## src/hw/codec_serial_pkg.sv

```systemverilog
// Constants shared by the codec serial frame and slot engine.
// Assumes APB byte addressing with one 32-bit word per register.
package codec_serial_pkg;

   // Register byte offsets
   localparam logic [7:0] ctrl_one_off = 8'h00;
   localparam logic [7:0] ctrl_three_off = 8'h04;
   localparam logic [7:0] tx_slot_enable_off = 8'h08;
   localparam logic [7:0] rx_slot_enable_off = 8'h0C;
   localparam logic [7:0] status_off = 8'h10;
   localparam logic [3:0] tx_buf_page = 4'h2;
   localparam logic [3:0] rx_buf_page = 4'h3;

   // Field positions in interface_control_one
   localparam int en_bit = 0;
   localparam int fs_dir_bit = 1;
   localparam int fmt_lo = 2;
   localparam int justify_bit = 4;
   localparam int idle_mode_bit = 5;
   localparam int edge_sel_bit = 6;
   localparam int bclk_dir_bit = 7;
   localparam int blen_lo = 8;
   localparam int wlen_lo = 10;
   localparam int period_lo = 14;
   localparam int ctrl_one_w = 18;

   // Reset values
   localparam logic [17:0] ctrl_one_rst = 18'h0_0000;
   localparam logic [11:0] divider_rst = 12'h000;
   localparam logic [15:0] slot_en_rst = 16'h0000;

   // Frame sync formats
   localparam logic [1:0] fmt_multi = 2'h0;
   localparam logic [1:0] fmt_i2s = 2'h1;
   localparam logic [1:0] fmt_ac16 = 2'h2;
   localparam logic [1:0] fmt_ac20 = 2'h3;

   // Link-protocol slot shapes (last bit index, last slot index)
   localparam logic [4:0] tag_last_bit = 5'h0F;
   localparam logic [4:0] ac_last_bit = 5'h13;
   localparam logic [3:0] ac16_last_slot = 4'hC;
   localparam logic [3:0] ac20_last_slot = 4'hF;

   typedef enum logic {st_idle, st_run} phase_t;

endpackage : codec_serial_pkg

```

## src/hw/bit_clock_gen.sv

```systemverilog
// Programmable bit clock time base.
// Assumes the divider is held at zero while the clock comes from outside.
`timescale 1ns/100ps
module bit_clock_gen
   import codec_serial_pkg::*;
(
   // Clock and reset
   input wire logic pclk,
   input wire logic presetn,
   // Control
   input wire logic [11:0] divider,
   // Generated clock
   output logic clk_out
);

   logic [11:0] cnt_q;
   logic [11:0] cnt_d;
   logic clk_q;
   logic clk_d;

   // Half period is divider+1 pclk cycles
   always_comb begin
      cnt_d = cnt_q;
      clk_d = clk_q;
      if (divider == 12'h000) begin
         cnt_d = 12'h000;
         clk_d = 1'b0;
      end else if (cnt_q >= divider) begin
         cnt_d = 12'h000;
         clk_d = ~clk_q;
      end else begin
         cnt_d = cnt_q + 12'h001;
      end
   end

   always_ff @(posedge pclk or negedge presetn) begin
      if (!presetn) begin
         cnt_q <= 12'h000;
         clk_q <= 1'b0;
      end else begin
         cnt_q <= cnt_d;
         clk_q <= clk_d;
      end
   end

   assign clk_out = clk_q;

   bclk_off_a: assert property (@(posedge pclk) disable iff (!presetn)
      divider == 12'h000 |=> !clk_q) else $error("bit clock runs with zero divider");
   bclk_half_a: assert property (@(posedge pclk) disable iff (!presetn)
      (divider != 12'h000 && cnt_q < divider && $stable(divider)) |=> clk_q == $past(clk_q))
      else $error("bit clock toggled early");
   bclk_toggle_a: assert property (@(posedge pclk) disable iff (!presetn)
      (divider != 12'h000 && cnt_q == divider) |=> clk_q != $past(clk_q))
      else $error("bit clock missed its toggle");

endmodule : bit_clock_gen

```

## src/hw/codec_serial_engine.sv

```systemverilog
// Codec serial frame and slot engine with APB register slave.
// Assumes pins are synchronous to pclk; the bit clock is far slower than pclk.
//
// Notes on behaviour
// Multi-channel slave: frame starts one bit clock after sync sampled high.
// I2S slave: either sync edge starts a word one bit clock later.
// AC-Link slave: tag and data slots start one bit clock after sync high.
// Once a frame starts, further syncs are ignored until it ends.
// Software sets frame period and word length to match the codec.
// A 12-bit time base makes the bit clock.
// Divider zero stops the bit clock; nonzero runs it.
// Bit clock is the system clock over two times divider plus one.
// External bit clock makes the divider irrelevant.
// Sample on falling edge by default, rising when edge select is set.
// Justify select starts data in the sync sampling cycle itself.
// Enabled transmit slot loads the shadow word and advances the pointer.
// Disabled transmit slots drive zero or float, per idle output mode.
// Slot enables past the frame length do nothing.
// Transmit words are left justified; unused low bits ignored.
// Enabled receive slot stores the word in the shadow and advances.
// Received short words sit left justified, one per 16-bit location.
// Master emits sync on frame restart; slave restarts on incoming sync.
// After the last slot, no buffering until the next sync.
// One shared pointer advances for any slot enabled either way.
// Pointer equal to buffer length wraps to zero and swaps shadows.
// Receive slot width follows word length, 1 to 16 bits.
// Sync direction clear makes master, set makes slave.
// Word length field holds length minus one.
// Format 10 is 16-bit AC-Link, 11 is 20-bit AC-Link.
// Every shadow transfer raises the buffer event output.
// Sync is sampled on the same edge as serial input data.
`timescale 1ns/100ps
module codec_serial_engine
   import codec_serial_pkg::*;
(
   // Clock and reset
   input wire logic pclk,
   input wire logic presetn,
   // APB slave
   input wire logic psel,
   input wire logic penable,
   input wire logic pwrite,
   input wire logic [7:0] paddr,
   input wire logic [31:0] pwdata,
   output logic [31:0] prdata,
   output logic pready,
   output logic pslverr,
   // Bit clock pin
   input wire logic bit_clk_in,
   output logic bit_clk_out,
   output logic bit_clk_oe_n,
   // Frame sync pin
   input wire logic frame_sync_in,
   output logic frame_sync_out,
   output logic frame_sync_oe_n,
   // Serial data pins
   input wire logic serial_in_pin,
   output logic serial_out_pin,
   output logic serial_out_oe_n,
   // Shadow transfer event
   output logic buffer_event
);

   // Configuration state
   logic [17:0] ctrl_q, ctrl_d;
   logic [11:0] div_q, div_d;
   logic [15:0] tse_q, tse_d, rse_q, rse_d;
   logic [15:0] tx_buf_q [4];
   logic [15:0] tx_buf_d [4];
   logic [31:0] rdata_q, rdata_d;

   // Engine state
   phase_t phase_q, phase_d;
   logic [3:0] slot_q, slot_d;
   logic [4:0] bit_q, bit_d;
   logic [1:0] ptr_q, ptr_d;
   logic [15:0] tx_sh_q, tx_sh_d, rx_sh_q, rx_sh_d;
   logic slot_tx_q, slot_tx_d;
   logic fs_prev_q, fs_prev_d, fs_out_q, fs_out_d;
   logic out_q, out_d, oe_n_q, oe_n_d;
   logic bck_prev_q, bck_prev_d;
   logic xfer_q, xfer_d;
   logic [15:0] tx_shadow_q [4];
   logic [15:0] tx_shadow_d [4];
   logic [15:0] rx_shadow_q [4];
   logic [15:0] rx_shadow_d [4];
   logic [15:0] rx_buf_q [4];
   logic [15:0] rx_buf_d [4];

   logic en, fs_slave, justify, idle_float, edge_rise, bclk_ext;
   logic [1:0] fmt, blen;
   logic [3:0] wlen, period, last_slot;
   logic [4:0] last_bit;
   logic gen_clk, bck, samp_edge, drv_edge, fs_src, trig, word_end, advance;
   logic wr, setup, mapped;

   assign en = ctrl_q[en_bit];
   assign fs_slave = ctrl_q[fs_dir_bit];
   assign fmt = ctrl_q[fmt_lo +: 2];
   assign justify = ctrl_q[justify_bit];
   assign idle_float = ctrl_q[idle_mode_bit];
   assign edge_rise = ctrl_q[edge_sel_bit];
   assign bclk_ext = ctrl_q[bclk_dir_bit];
   assign blen = ctrl_q[blen_lo +: 2];
   assign wlen = ctrl_q[wlen_lo +: 4];
   assign period = ctrl_q[period_lo +: 4];

   // The divider is masked when the clock comes from outside
   bit_clock_gen u_bclk (
      .pclk(pclk),
      .presetn(presetn),
      .divider(bclk_ext ? 12'h000 : div_q),
      .clk_out(gen_clk)
   );

   assign bck = bclk_ext ? bit_clk_in : gen_clk;
   assign samp_edge = edge_rise ? (bck & ~bck_prev_q) : (~bck & bck_prev_q);
   assign drv_edge = edge_rise ? (~bck & bck_prev_q) : (bck & ~bck_prev_q);
   assign fs_src = fs_slave ? frame_sync_in : fs_out_q;
   // Sync is looked at only on sample edges
   assign trig = (fmt == fmt_i2s) ? (fs_src != fs_prev_q) : fs_src;

   // Frame shape per format
   always_comb begin
      unique case (fmt)
         fmt_ac16: begin
            last_slot = ac16_last_slot;
            last_bit = (slot_q == 4'h0) ? tag_last_bit : ac_last_bit;
         end
         fmt_ac20: begin
            last_slot = ac20_last_slot;
            last_bit = tag_last_bit;
         end
         default: begin
            last_slot = period;
            last_bit = {1'b0, wlen};
         end
      endcase
   end

   assign word_end = (phase_q == st_run) && (bit_q == last_bit);
   assign advance = samp_edge && word_end && (tse_q[slot_q] || rse_q[slot_q]);

   // APB register file; zero wait states
   assign setup = psel && !penable;
   assign wr = psel && penable && pwrite;
   assign mapped = (paddr[7:4] == tx_buf_page) || (paddr[7:4] == rx_buf_page) ||
                   (paddr == ctrl_one_off) || (paddr == ctrl_three_off) ||
                   (paddr == tx_slot_enable_off) || (paddr == rx_slot_enable_off) ||
                   (paddr == status_off);

   always_comb begin
      ctrl_d = ctrl_q;
      div_d = div_q;
      tse_d = tse_q;
      rse_d = rse_q;
      tx_buf_d = tx_buf_q;
      rdata_d = rdata_q;
      if (wr) begin
         if (paddr == ctrl_one_off) ctrl_d = pwdata[ctrl_one_w-1:0];
         if (paddr == ctrl_three_off) div_d = pwdata[11:0];
         if (paddr == tx_slot_enable_off) tse_d = pwdata[15:0];
         if (paddr == rx_slot_enable_off) rse_d = pwdata[15:0];
         if (paddr[7:4] == tx_buf_page) tx_buf_d[paddr[3:2]] = pwdata[15:0];
      end
      if (setup) begin
         rdata_d = 32'h0000_0000;
         if (paddr == ctrl_one_off) rdata_d[ctrl_one_w-1:0] = ctrl_q;
         if (paddr == ctrl_three_off) rdata_d[11:0] = div_q;
         if (paddr == tx_slot_enable_off) rdata_d[15:0] = tse_q;
         if (paddr == rx_slot_enable_off) rdata_d[15:0] = rse_q;
         if (paddr == status_off) rdata_d[6:0] = {ptr_q, phase_q == st_run, slot_q};
         if (paddr[7:4] == tx_buf_page) rdata_d[15:0] = tx_buf_q[paddr[3:2]];
         if (paddr[7:4] == rx_buf_page) rdata_d[15:0] = rx_buf_q[paddr[3:2]];
      end
   end

   always_ff @(posedge pclk or negedge presetn) begin
      if (!presetn) begin
         ctrl_q <= ctrl_one_rst;
         div_q <= divider_rst;
         tse_q <= slot_en_rst;
         rse_q <= slot_en_rst;
         tx_buf_q <= '{default: 16'h0000};
         rdata_q <= 32'h0000_0000;
      end else begin
         ctrl_q <= ctrl_d;
         div_q <= div_d;
         tse_q <= tse_d;
         rse_q <= rse_d;
         tx_buf_q <= tx_buf_d;
         rdata_q <= rdata_d;
      end
   end

   assign prdata = rdata_q;
   assign pready = 1'b1;
   assign pslverr = psel && penable && !mapped;

   // Serial engine
   always_comb begin
      phase_d = phase_q;
      slot_d = slot_q;
      bit_d = bit_q;
      ptr_d = ptr_q;
      tx_sh_d = tx_sh_q;
      rx_sh_d = rx_sh_q;
      slot_tx_d = slot_tx_q;
      fs_prev_d = fs_prev_q;
      fs_out_d = fs_out_q;
      out_d = out_q;
      oe_n_d = oe_n_q;
      tx_shadow_d = tx_shadow_q;
      rx_shadow_d = rx_shadow_q;
      rx_buf_d = rx_buf_q;
      xfer_d = 1'b0;
      bck_prev_d = bck;
      if (!en) begin
         // Disabling the block clears the slot, bit and pointer counters
         phase_d = st_idle;
         slot_d = 4'h0;
         bit_d = 5'h00;
         ptr_d = 2'h0;
         tx_sh_d = 16'h0000;
         rx_sh_d = 16'h0000;
         slot_tx_d = 1'b0;
         fs_prev_d = 1'b0;
         fs_out_d = 1'b0;
         out_d = 1'b0;
         oe_n_d = 1'b1;
      end else begin
         if (samp_edge) begin
            fs_prev_d = fs_src;
            unique case (phase_q)
               st_idle: begin
                  if (trig) begin
                     phase_d = st_run;
                     slot_d = 4'h0;
                     slot_tx_d = tse_q[0];
                     tx_sh_d = tse_q[0] ? tx_shadow_q[ptr_q] : 16'h0000;
                     rx_sh_d = 16'h0000;
                     bit_d = 5'h00;
                     if (justify) begin
                        // Bit 0 was already driven while idle, so skip it
                        rx_sh_d[15] = serial_in_pin;
                        tx_sh_d = {tx_sh_d[14:0], 1'b0};
                        bit_d = 5'h01;
                     end
                  end
               end
               st_run: begin
                  // Sync during a frame is ignored here on purpose
                  if (bit_q < 5'h10) rx_sh_d[~bit_q[3:0]] = serial_in_pin;
                  if (word_end) begin
                     if (rse_q[slot_q]) rx_shadow_d[ptr_q] = rx_sh_d;
                     if (advance) begin
                        if (ptr_q == blen) begin
                           ptr_d = 2'h0;
                           xfer_d = 1'b1;
                           rx_buf_d = rx_shadow_d;
                           tx_shadow_d = tx_buf_q;
                        end else begin
                           ptr_d = ptr_q + 2'h1;
                        end
                     end
                     bit_d = 5'h00;
                     rx_sh_d = 16'h0000;
                     if (slot_q == last_slot) begin
                        phase_d = st_idle;
                        slot_tx_d = 1'b0;
                     end else begin
                        slot_d = slot_q + 4'h1;
                        slot_tx_d = tse_q[slot_d];
                        tx_sh_d = tse_q[slot_d] ? tx_shadow_d[ptr_d] : 16'h0000;
                     end
                  end else begin
                     bit_d = bit_q + 5'h01;
                  end
               end
            endcase
         end
         if (drv_edge) begin
            if (phase_q == st_run) begin
               // Low bits past the word length never leave the register
               out_d = slot_tx_q & tx_sh_q[15];
               tx_sh_d = {tx_sh_q[14:0], 1'b0};
               oe_n_d = idle_float && !slot_tx_q;
            end else begin
               out_d = justify && tse_q[0] && tx_shadow_q[ptr_q][15];
               oe_n_d = idle_float && !(justify && tse_q[0]);
            end
            if (!fs_slave) begin
               unique case (fmt)
                  fmt_multi: fs_out_d = (phase_q == st_idle);
                  fmt_i2s: fs_out_d = (phase_q == st_idle) ? ~fs_out_q : fs_out_q;
                  default: fs_out_d = (phase_q == st_idle) ||
                                      (slot_q == 4'h0 && bit_q < tag_last_bit);
               endcase
            end
         end
      end
   end

   always_ff @(posedge pclk or negedge presetn) begin
      if (!presetn) begin
         phase_q <= st_idle;
         slot_q <= 4'h0;
         bit_q <= 5'h00;
         ptr_q <= 2'h0;
         tx_sh_q <= 16'h0000;
         rx_sh_q <= 16'h0000;
         slot_tx_q <= 1'b0;
         fs_prev_q <= 1'b0;
         fs_out_q <= 1'b0;
         out_q <= 1'b0;
         oe_n_q <= 1'b1;
         bck_prev_q <= 1'b0;
         xfer_q <= 1'b0;
         tx_shadow_q <= '{default: 16'h0000};
         rx_shadow_q <= '{default: 16'h0000};
         rx_buf_q <= '{default: 16'h0000};
      end else begin
         phase_q <= phase_d;
         slot_q <= slot_d;
         bit_q <= bit_d;
         ptr_q <= ptr_d;
         tx_sh_q <= tx_sh_d;
         rx_sh_q <= rx_sh_d;
         slot_tx_q <= slot_tx_d;
         fs_prev_q <= fs_prev_d;
         fs_out_q <= fs_out_d;
         out_q <= out_d;
         oe_n_q <= oe_n_d;
         bck_prev_q <= bck_prev_d;
         xfer_q <= xfer_d;
         tx_shadow_q <= tx_shadow_d;
         rx_shadow_q <= rx_shadow_d;
         rx_buf_q <= rx_buf_d;
      end
   end

   assign bit_clk_out = gen_clk;
   assign bit_clk_oe_n = bclk_ext;
   assign frame_sync_out = fs_out_q;
   assign frame_sync_oe_n = fs_slave || !en;
   assign serial_out_pin = out_q;
   assign serial_out_oe_n = oe_n_q;
   assign buffer_event = xfer_q;

   ptr_wrap_a: assert property (@(posedge pclk) disable iff (!presetn)
      (en && advance && ptr_q == blen) |=> (ptr_q == 2'h0 && xfer_q))
      else $error("pointer did not wrap at buffer length");
   ptr_step_a: assert property (@(posedge pclk) disable iff (!presetn)
      (en && advance && ptr_q != blen) |=> ptr_q == $past(ptr_q) + 2'h1)
      else $error("pointer did not step by one");
   frame_hold_a: assert property (@(posedge pclk) disable iff (!presetn)
      (en && samp_edge && phase_q == st_run && trig && !word_end) |=>
      (phase_q == st_run && slot_q == $past(slot_q)))
      else $error("sync restarted a running frame");
   start_delay_a: assert property (@(posedge pclk) disable iff (!presetn)
      (en && samp_edge && phase_q == st_idle && trig && !justify) |=>
      (phase_q == st_run && bit_q == 5'h00 && slot_q == 4'h0))
      else $error("frame start misplaced");
   start_same_a: assert property (@(posedge pclk) disable iff (!presetn)
      (en && samp_edge && phase_q == st_idle && trig && justify) |=>
      (bit_q == 5'h01 && rx_sh_q[15] == $past(serial_in_pin)))
      else $error("justified start lost its first bit");
   idle_zero_a: assert property (@(posedge pclk) disable iff (!presetn)
      (en && drv_edge && phase_q == st_run && !slot_tx_q && !idle_float) |=>
      (!serial_out_pin && !serial_out_oe_n))
      else $error("disabled slot not driven low");
   rx_store_a: assert property (@(posedge pclk) disable iff (!presetn)
      (en && samp_edge && word_end && rse_q[slot_q] && bit_q < 5'h10) |=>
      rx_shadow_q[$past(ptr_q)][4'hF - $past(bit_q[3:0])] == $past(serial_in_pin))
      else $error("receive word not stored");
   shadow_swap_a: assert property (@(posedge pclk) disable iff (!presetn)
      xfer_q |-> (rx_buf_q[0] == rx_shadow_q[0] && tx_shadow_q[0] == $past(tx_buf_q[0])))
      else $error("shadow transfer wrong");
   frame_end_a: assert property (@(posedge pclk) disable iff (!presetn)
      (en && samp_edge && word_end && slot_q == last_slot) |=> phase_q == st_idle)
      else $error("frame ran past its last slot");

endmodule : codec_serial_engine

```

## config.mk

```make
export PLATFORM = sky130hd
export DESIGN_NAME = codec_serial_engine
export DESIGN_NICKNAME = d
export VERILOG_FILES = /design/src/hw/codec_serial_pkg.sv /design/src/hw/bit_clock_gen.sv /design/src/hw/codec_serial_engine.sv
export SDC_FILE = /design/constraint.sdc
export NUM_CORES = 1
export LEC_CHECK = 0
export BUFFER_PORTS_ARGS = -buffer_cell sky130_fd_sc_hd__buf_2
export CAP_MARGIN = 20
export CORE_MARGIN = 2
export CORE_UTILIZATION = 50
export CTS_BUF_LIST = sky130_fd_sc_hd__clkbuf_8 sky130_fd_sc_hd__clkbuf_16
export CTS_CLUSTER_SIZE = 25
export DETAILED_ROUTE_END_ITERATION = 16
export MAX_ROUTING_LAYER = met4
export PLACE_DENSITY = 0.69
export SKIP_LAST_GASP = 1
export SLEW_MARGIN = 20
export SYNTH_ARGS = -nofsm -noshare
export SYNTH_HDL_FRONTEND = slang
export SYNTH_SLANG_ARGS = --single-unit
```

## constraint.sdc

```tcl
create_clock -name pclk -period 3.6 [get_ports pclk]
set_input_delay 0.36 -clock pclk [delete_from_list [all_inputs] [get_ports pclk]]
set_output_delay 0.36 -clock pclk [all_outputs]
set_load 0.02 [all_outputs]
```

==> summary.md <==
| Metric | Value |
|---|---|
| RSZ-0062 raised after global routing | false |
| Max_cap viols | 0 |
| Synth area leader | dfrtp_1 |
| Period utilisation layout | 94.9% |
| Clock transition at path regs | 0.06 ns |
| CTS tree | built |
| Hold Path Depth | 2 |
| Commonest cells post-synth | dfrtp_1, nor2_1, nand2_1 |
| Power Dens Cells | 490 mW/mm2 |
| # rows | 75 |
| Core ar. | 0.0419 mm2 |
| Critical path origin | slot_q[0]$_DFFE_PN0P_ |
| Slew Limit Headroom | 29.5% |
| Arrival time at the worst endpoint | 3.88 ns |
| Netlist Area Pre-Place | 0.0213 mm2 |
| Setup ws final | 0.184 ns |
| # port buffers | 59 |
| Mux cell area share after synthesis | 21.3% |
| CP Capture Type | flop |
| Ports | 89 |
| CTS H-Tree Depth | 2 |
| Fin. max-slew vios | 0 |
| Max Root-Sink Buffers | 3 |
| Initial antenna violation count | 1 |
| Cells on worst reg2reg path | 9 |
| Seq/Total Area, Yosys | 47.1% |
| Period minus WS final | 3.42 ns |
| Syn Area/Cell | 10.7 um2 |
| # nets final | 2099 |
| Largest net degree at the start of global routing | 100 |
| Hold path start | pwdata[17] |
| Area Overhead vs Synth | 13.0% |
| CTS Root Cell | clkbuf_16 |
| Leakage | 11.0 nW |
| Cells after synthesis | 1978 |
| Count of cell types in the netlist | 80 |
| Count leader, synth | dfrtp_1 |
| # DRC | 0 |
| Layout cells sized above 1 | 25.0% |
| R2R Setup Slk | 0.18 ns |
| Initial drt markers | 1599 |
| Total number of yosys warnings | 0 |
| Clock latency on the worst-skew pair | 0.60 ns |
| Worst setup SP type | flop |
| Die span in y | 210 um |
| ANT nets after route | 0 |
| Die ar. | 0.0442 mm2 |
| Final hold vios | 0 |
| Yosys top cell area share | 47.0% |
| Skew final | 0.0273 ns |
| RR Endpoint | tx_sh_q[6]$_DFF_PN0_ |
| Via count | 16200 |
| All-Layer GR Usage | 28.8% |
| Worst flop-to-flop path startpoint | slot_q[0]$_DFFE_PN0P_ |
| Worst Hold Class | primary input to flop |
| Starting Density | 50.7% |
| Post-CTS Setup Repair Bufs | 0 |
| Final setup viols | 0 |
| Ys async rst share | 100% |
| Simple-Gate Fraction of Synth Area | 11.6% |
| CP Class | flop to flop |
| Largest family of logic cells by synthesized area | multiplexers |
| Sink Count | 400 |
| Hpwl dp | 41.7 mm |
| Die W | 210 um |
| CP Capture Point | tx_sh_q[6]$_DFF_PN0_ |
| XOR/XNOR share of the synthesized area | 0.906% |
| Total Power | 0.0118 W |
| Pre-Repair DR Iteration Count | 5 |
| Synth area leaders | dfrtp_1, mux4_2, mux2_2, mux2_4, a21oi_1 |
| Worst slew pin tran | 1.06 ns |
| Post-Synth Adder-Cell Area | 1.35% |
| Status | finished clean |
| Vias in the first global route | 15800 |
| Required time of the worst setup path | 4.06 ns |
| Maximum VDD drop | 343 uV |
| EDFF count, synth | 0 |
| Flops & latches, synth | 400 |
| DP Worst Slack | -0.0250 ns |
| Placer Congestion | 0.980 |
| Post-synthesis compound-gate area fraction | 13.9% |
| Via/cell ratio | 6.21 |
| TritonCTS buffer count | 44 |
| Post-DR wirelength/cell | 23.2 um |
| Gr ovfl total | 0 |
| First-pass GRT wire length | 94.1 mm |
| WL final | 60.5 mm |
| Post-synth top flop | dfrtp_1 |
| Max Clk Rate | 293 MHz |
| CP max FO | 21 |
==> kinds of logic (layout without fill, tap and decap cells) <==
kind of cell / Yosys count / in the layout
AO/OA/AOI/OAI: 475 / 475
XOR/XNOR: 22 / 22
adder cells (fa/ha/maj): 23 / 23
buffers and inverters: 175 / 248
flip-flops: 400 / 400
multiplexers: 314 / 314
other: 2 / 16
AND/OR/NAND/NOR: 567 / 567
==> report_power, final <==
group / switching, W / total (W) / internal, W / leakage (nW)
clock network: 0.00192 / 0.00503 / 0.00311 / 0.817
logic: 0.00115 / 0.00180 / 0.000647 / 4.66
registers: 0.000231 / 0.00494 / 0.00471 / 5.48
total: 0.00330 / 0.0118 / 0.00846 / 11.0
==> worst max-delay path, stage by stage, from the launching register on <==
cell	delay, ns
dfrtp_1	0.34
buf_4	0.30
mux4_2	0.54
a22oi_1	0.25
nand2_1	0.28
nor2_1	0.29
buf_4	0.19
o21ai_0	0.16
a211o_1	0.50
o41ai_1	0.44
==> stage by stage <==
stage          util, %  TNS, ns  cell area, um2  cells  hold slack (ns)
6_report          57.3        0           24000   2604           0.0395
4_1_cts           57.2        0           24000   2603          0.00590
3_5_place_dp      53.3  -0.0482           22300   2520            0.466
2_1_floorplan        -        0           21300   1991           0.0644
3_3_place_gp      53.2        0           22300   2519            0.457
5_1_grt           57.2        0           24000   2603           0.0160
==> sequential cells by signal (all words and copies together), names as in the netlist, 2 cells and up <==
name / cells
rx_buf_q: 64
rx_shadow_q: 64
tx_buf_q: 64
tx_shadow_q: 64
ctrl_q: 18
prdata: 18
rse_q: 16
rx_sh_q: 16
tse_q: 16
tx_sh_q: 16
div_q: 12
u_bclk.cnt_q: 12
bit_q: 5
slot_q: 4
ptr_q: 2
==> layout by cell type (no fill, tap or decap), types with 14 or more instances in the layout <==
cell type	netlist	layout
mux2_4	61	61
clkbuf_16	0	44
nand3_1	31	31
inv_1	24	27
ha_1	23	23
nor2b_1	18	18
a21o_1	14	14
nand2_1	194	194
mux2i_1	45	45
o21ai_0	110	110
clkbuf_8	0	14
o21ai_1	14	14
nor2_1	224	222
dfrtp_1	399	398
o31ai_1	24	24
a22oi_1	16	16
conb_1	2	15
mux2_2	135	135
buf_4	16	69
nor3_1	35	31
mux4_2	72	72
a21oi_1	169	169
o221ai_1	17	17
buf_2	11	57
==> layout make-up <==
| type | instances | area [um2] |
|---|---|---|
| flip-flops and latches | 400 | 10000 |
| clock buffers | 58 | 1290 |
| clock inverters | 24 | 360 |
| inverters | 26 | 97.6 |
| diodes | 1 | 2.50 |
| repair buffers | 140 | 1070 |
| fillers | 3471 | 17900 |
| well taps | 539 | 674 |
| multi-input cells | 1416 | 10500 |
==> worst min-delay path by stage <==
stage                         endpoint  slack, ns
4_1_cts         ctrl_q[16]$_DFFE_PN0P_      0.006
5_1_grt         ctrl_q[17]$_DFFE_PN0P_       0.02
3_3_place_gp   rx_buf_q[4]$_DFFE_PN0P_       0.46
6_report        ctrl_q[17]$_DFFE_PN0P_       0.04
2_1_floorplan     bck_prev_q$_DFF_PN0_       0.06
3_5_place_dp   rx_buf_q[5]$_DFFE_PN0P_       0.47
==> metal layers <==
| metal | wire, um | global-route usage [%] | up-vias |
|---|---|---|---|
| li1 | - | - | 7254 |
| met1 | 25600 | 39.1 | 8022 |
| met2 | 27500 | 43.0 | 738 |
| met3 | 4430 | 4.31 | 148 |
| met4 | 2900 | 13.2 | 0 |
| met5 | 0 | - | - |
==> timing repair <==
item,in CTS,in global routing
setup endpoints to repair,4,3
hold endpoints to repair,94,0
pin swaps,0,0
hold buffers,1,0
resized for setup,1,2
gates cloned,0,0
Power figures use the tool's default switching activity.
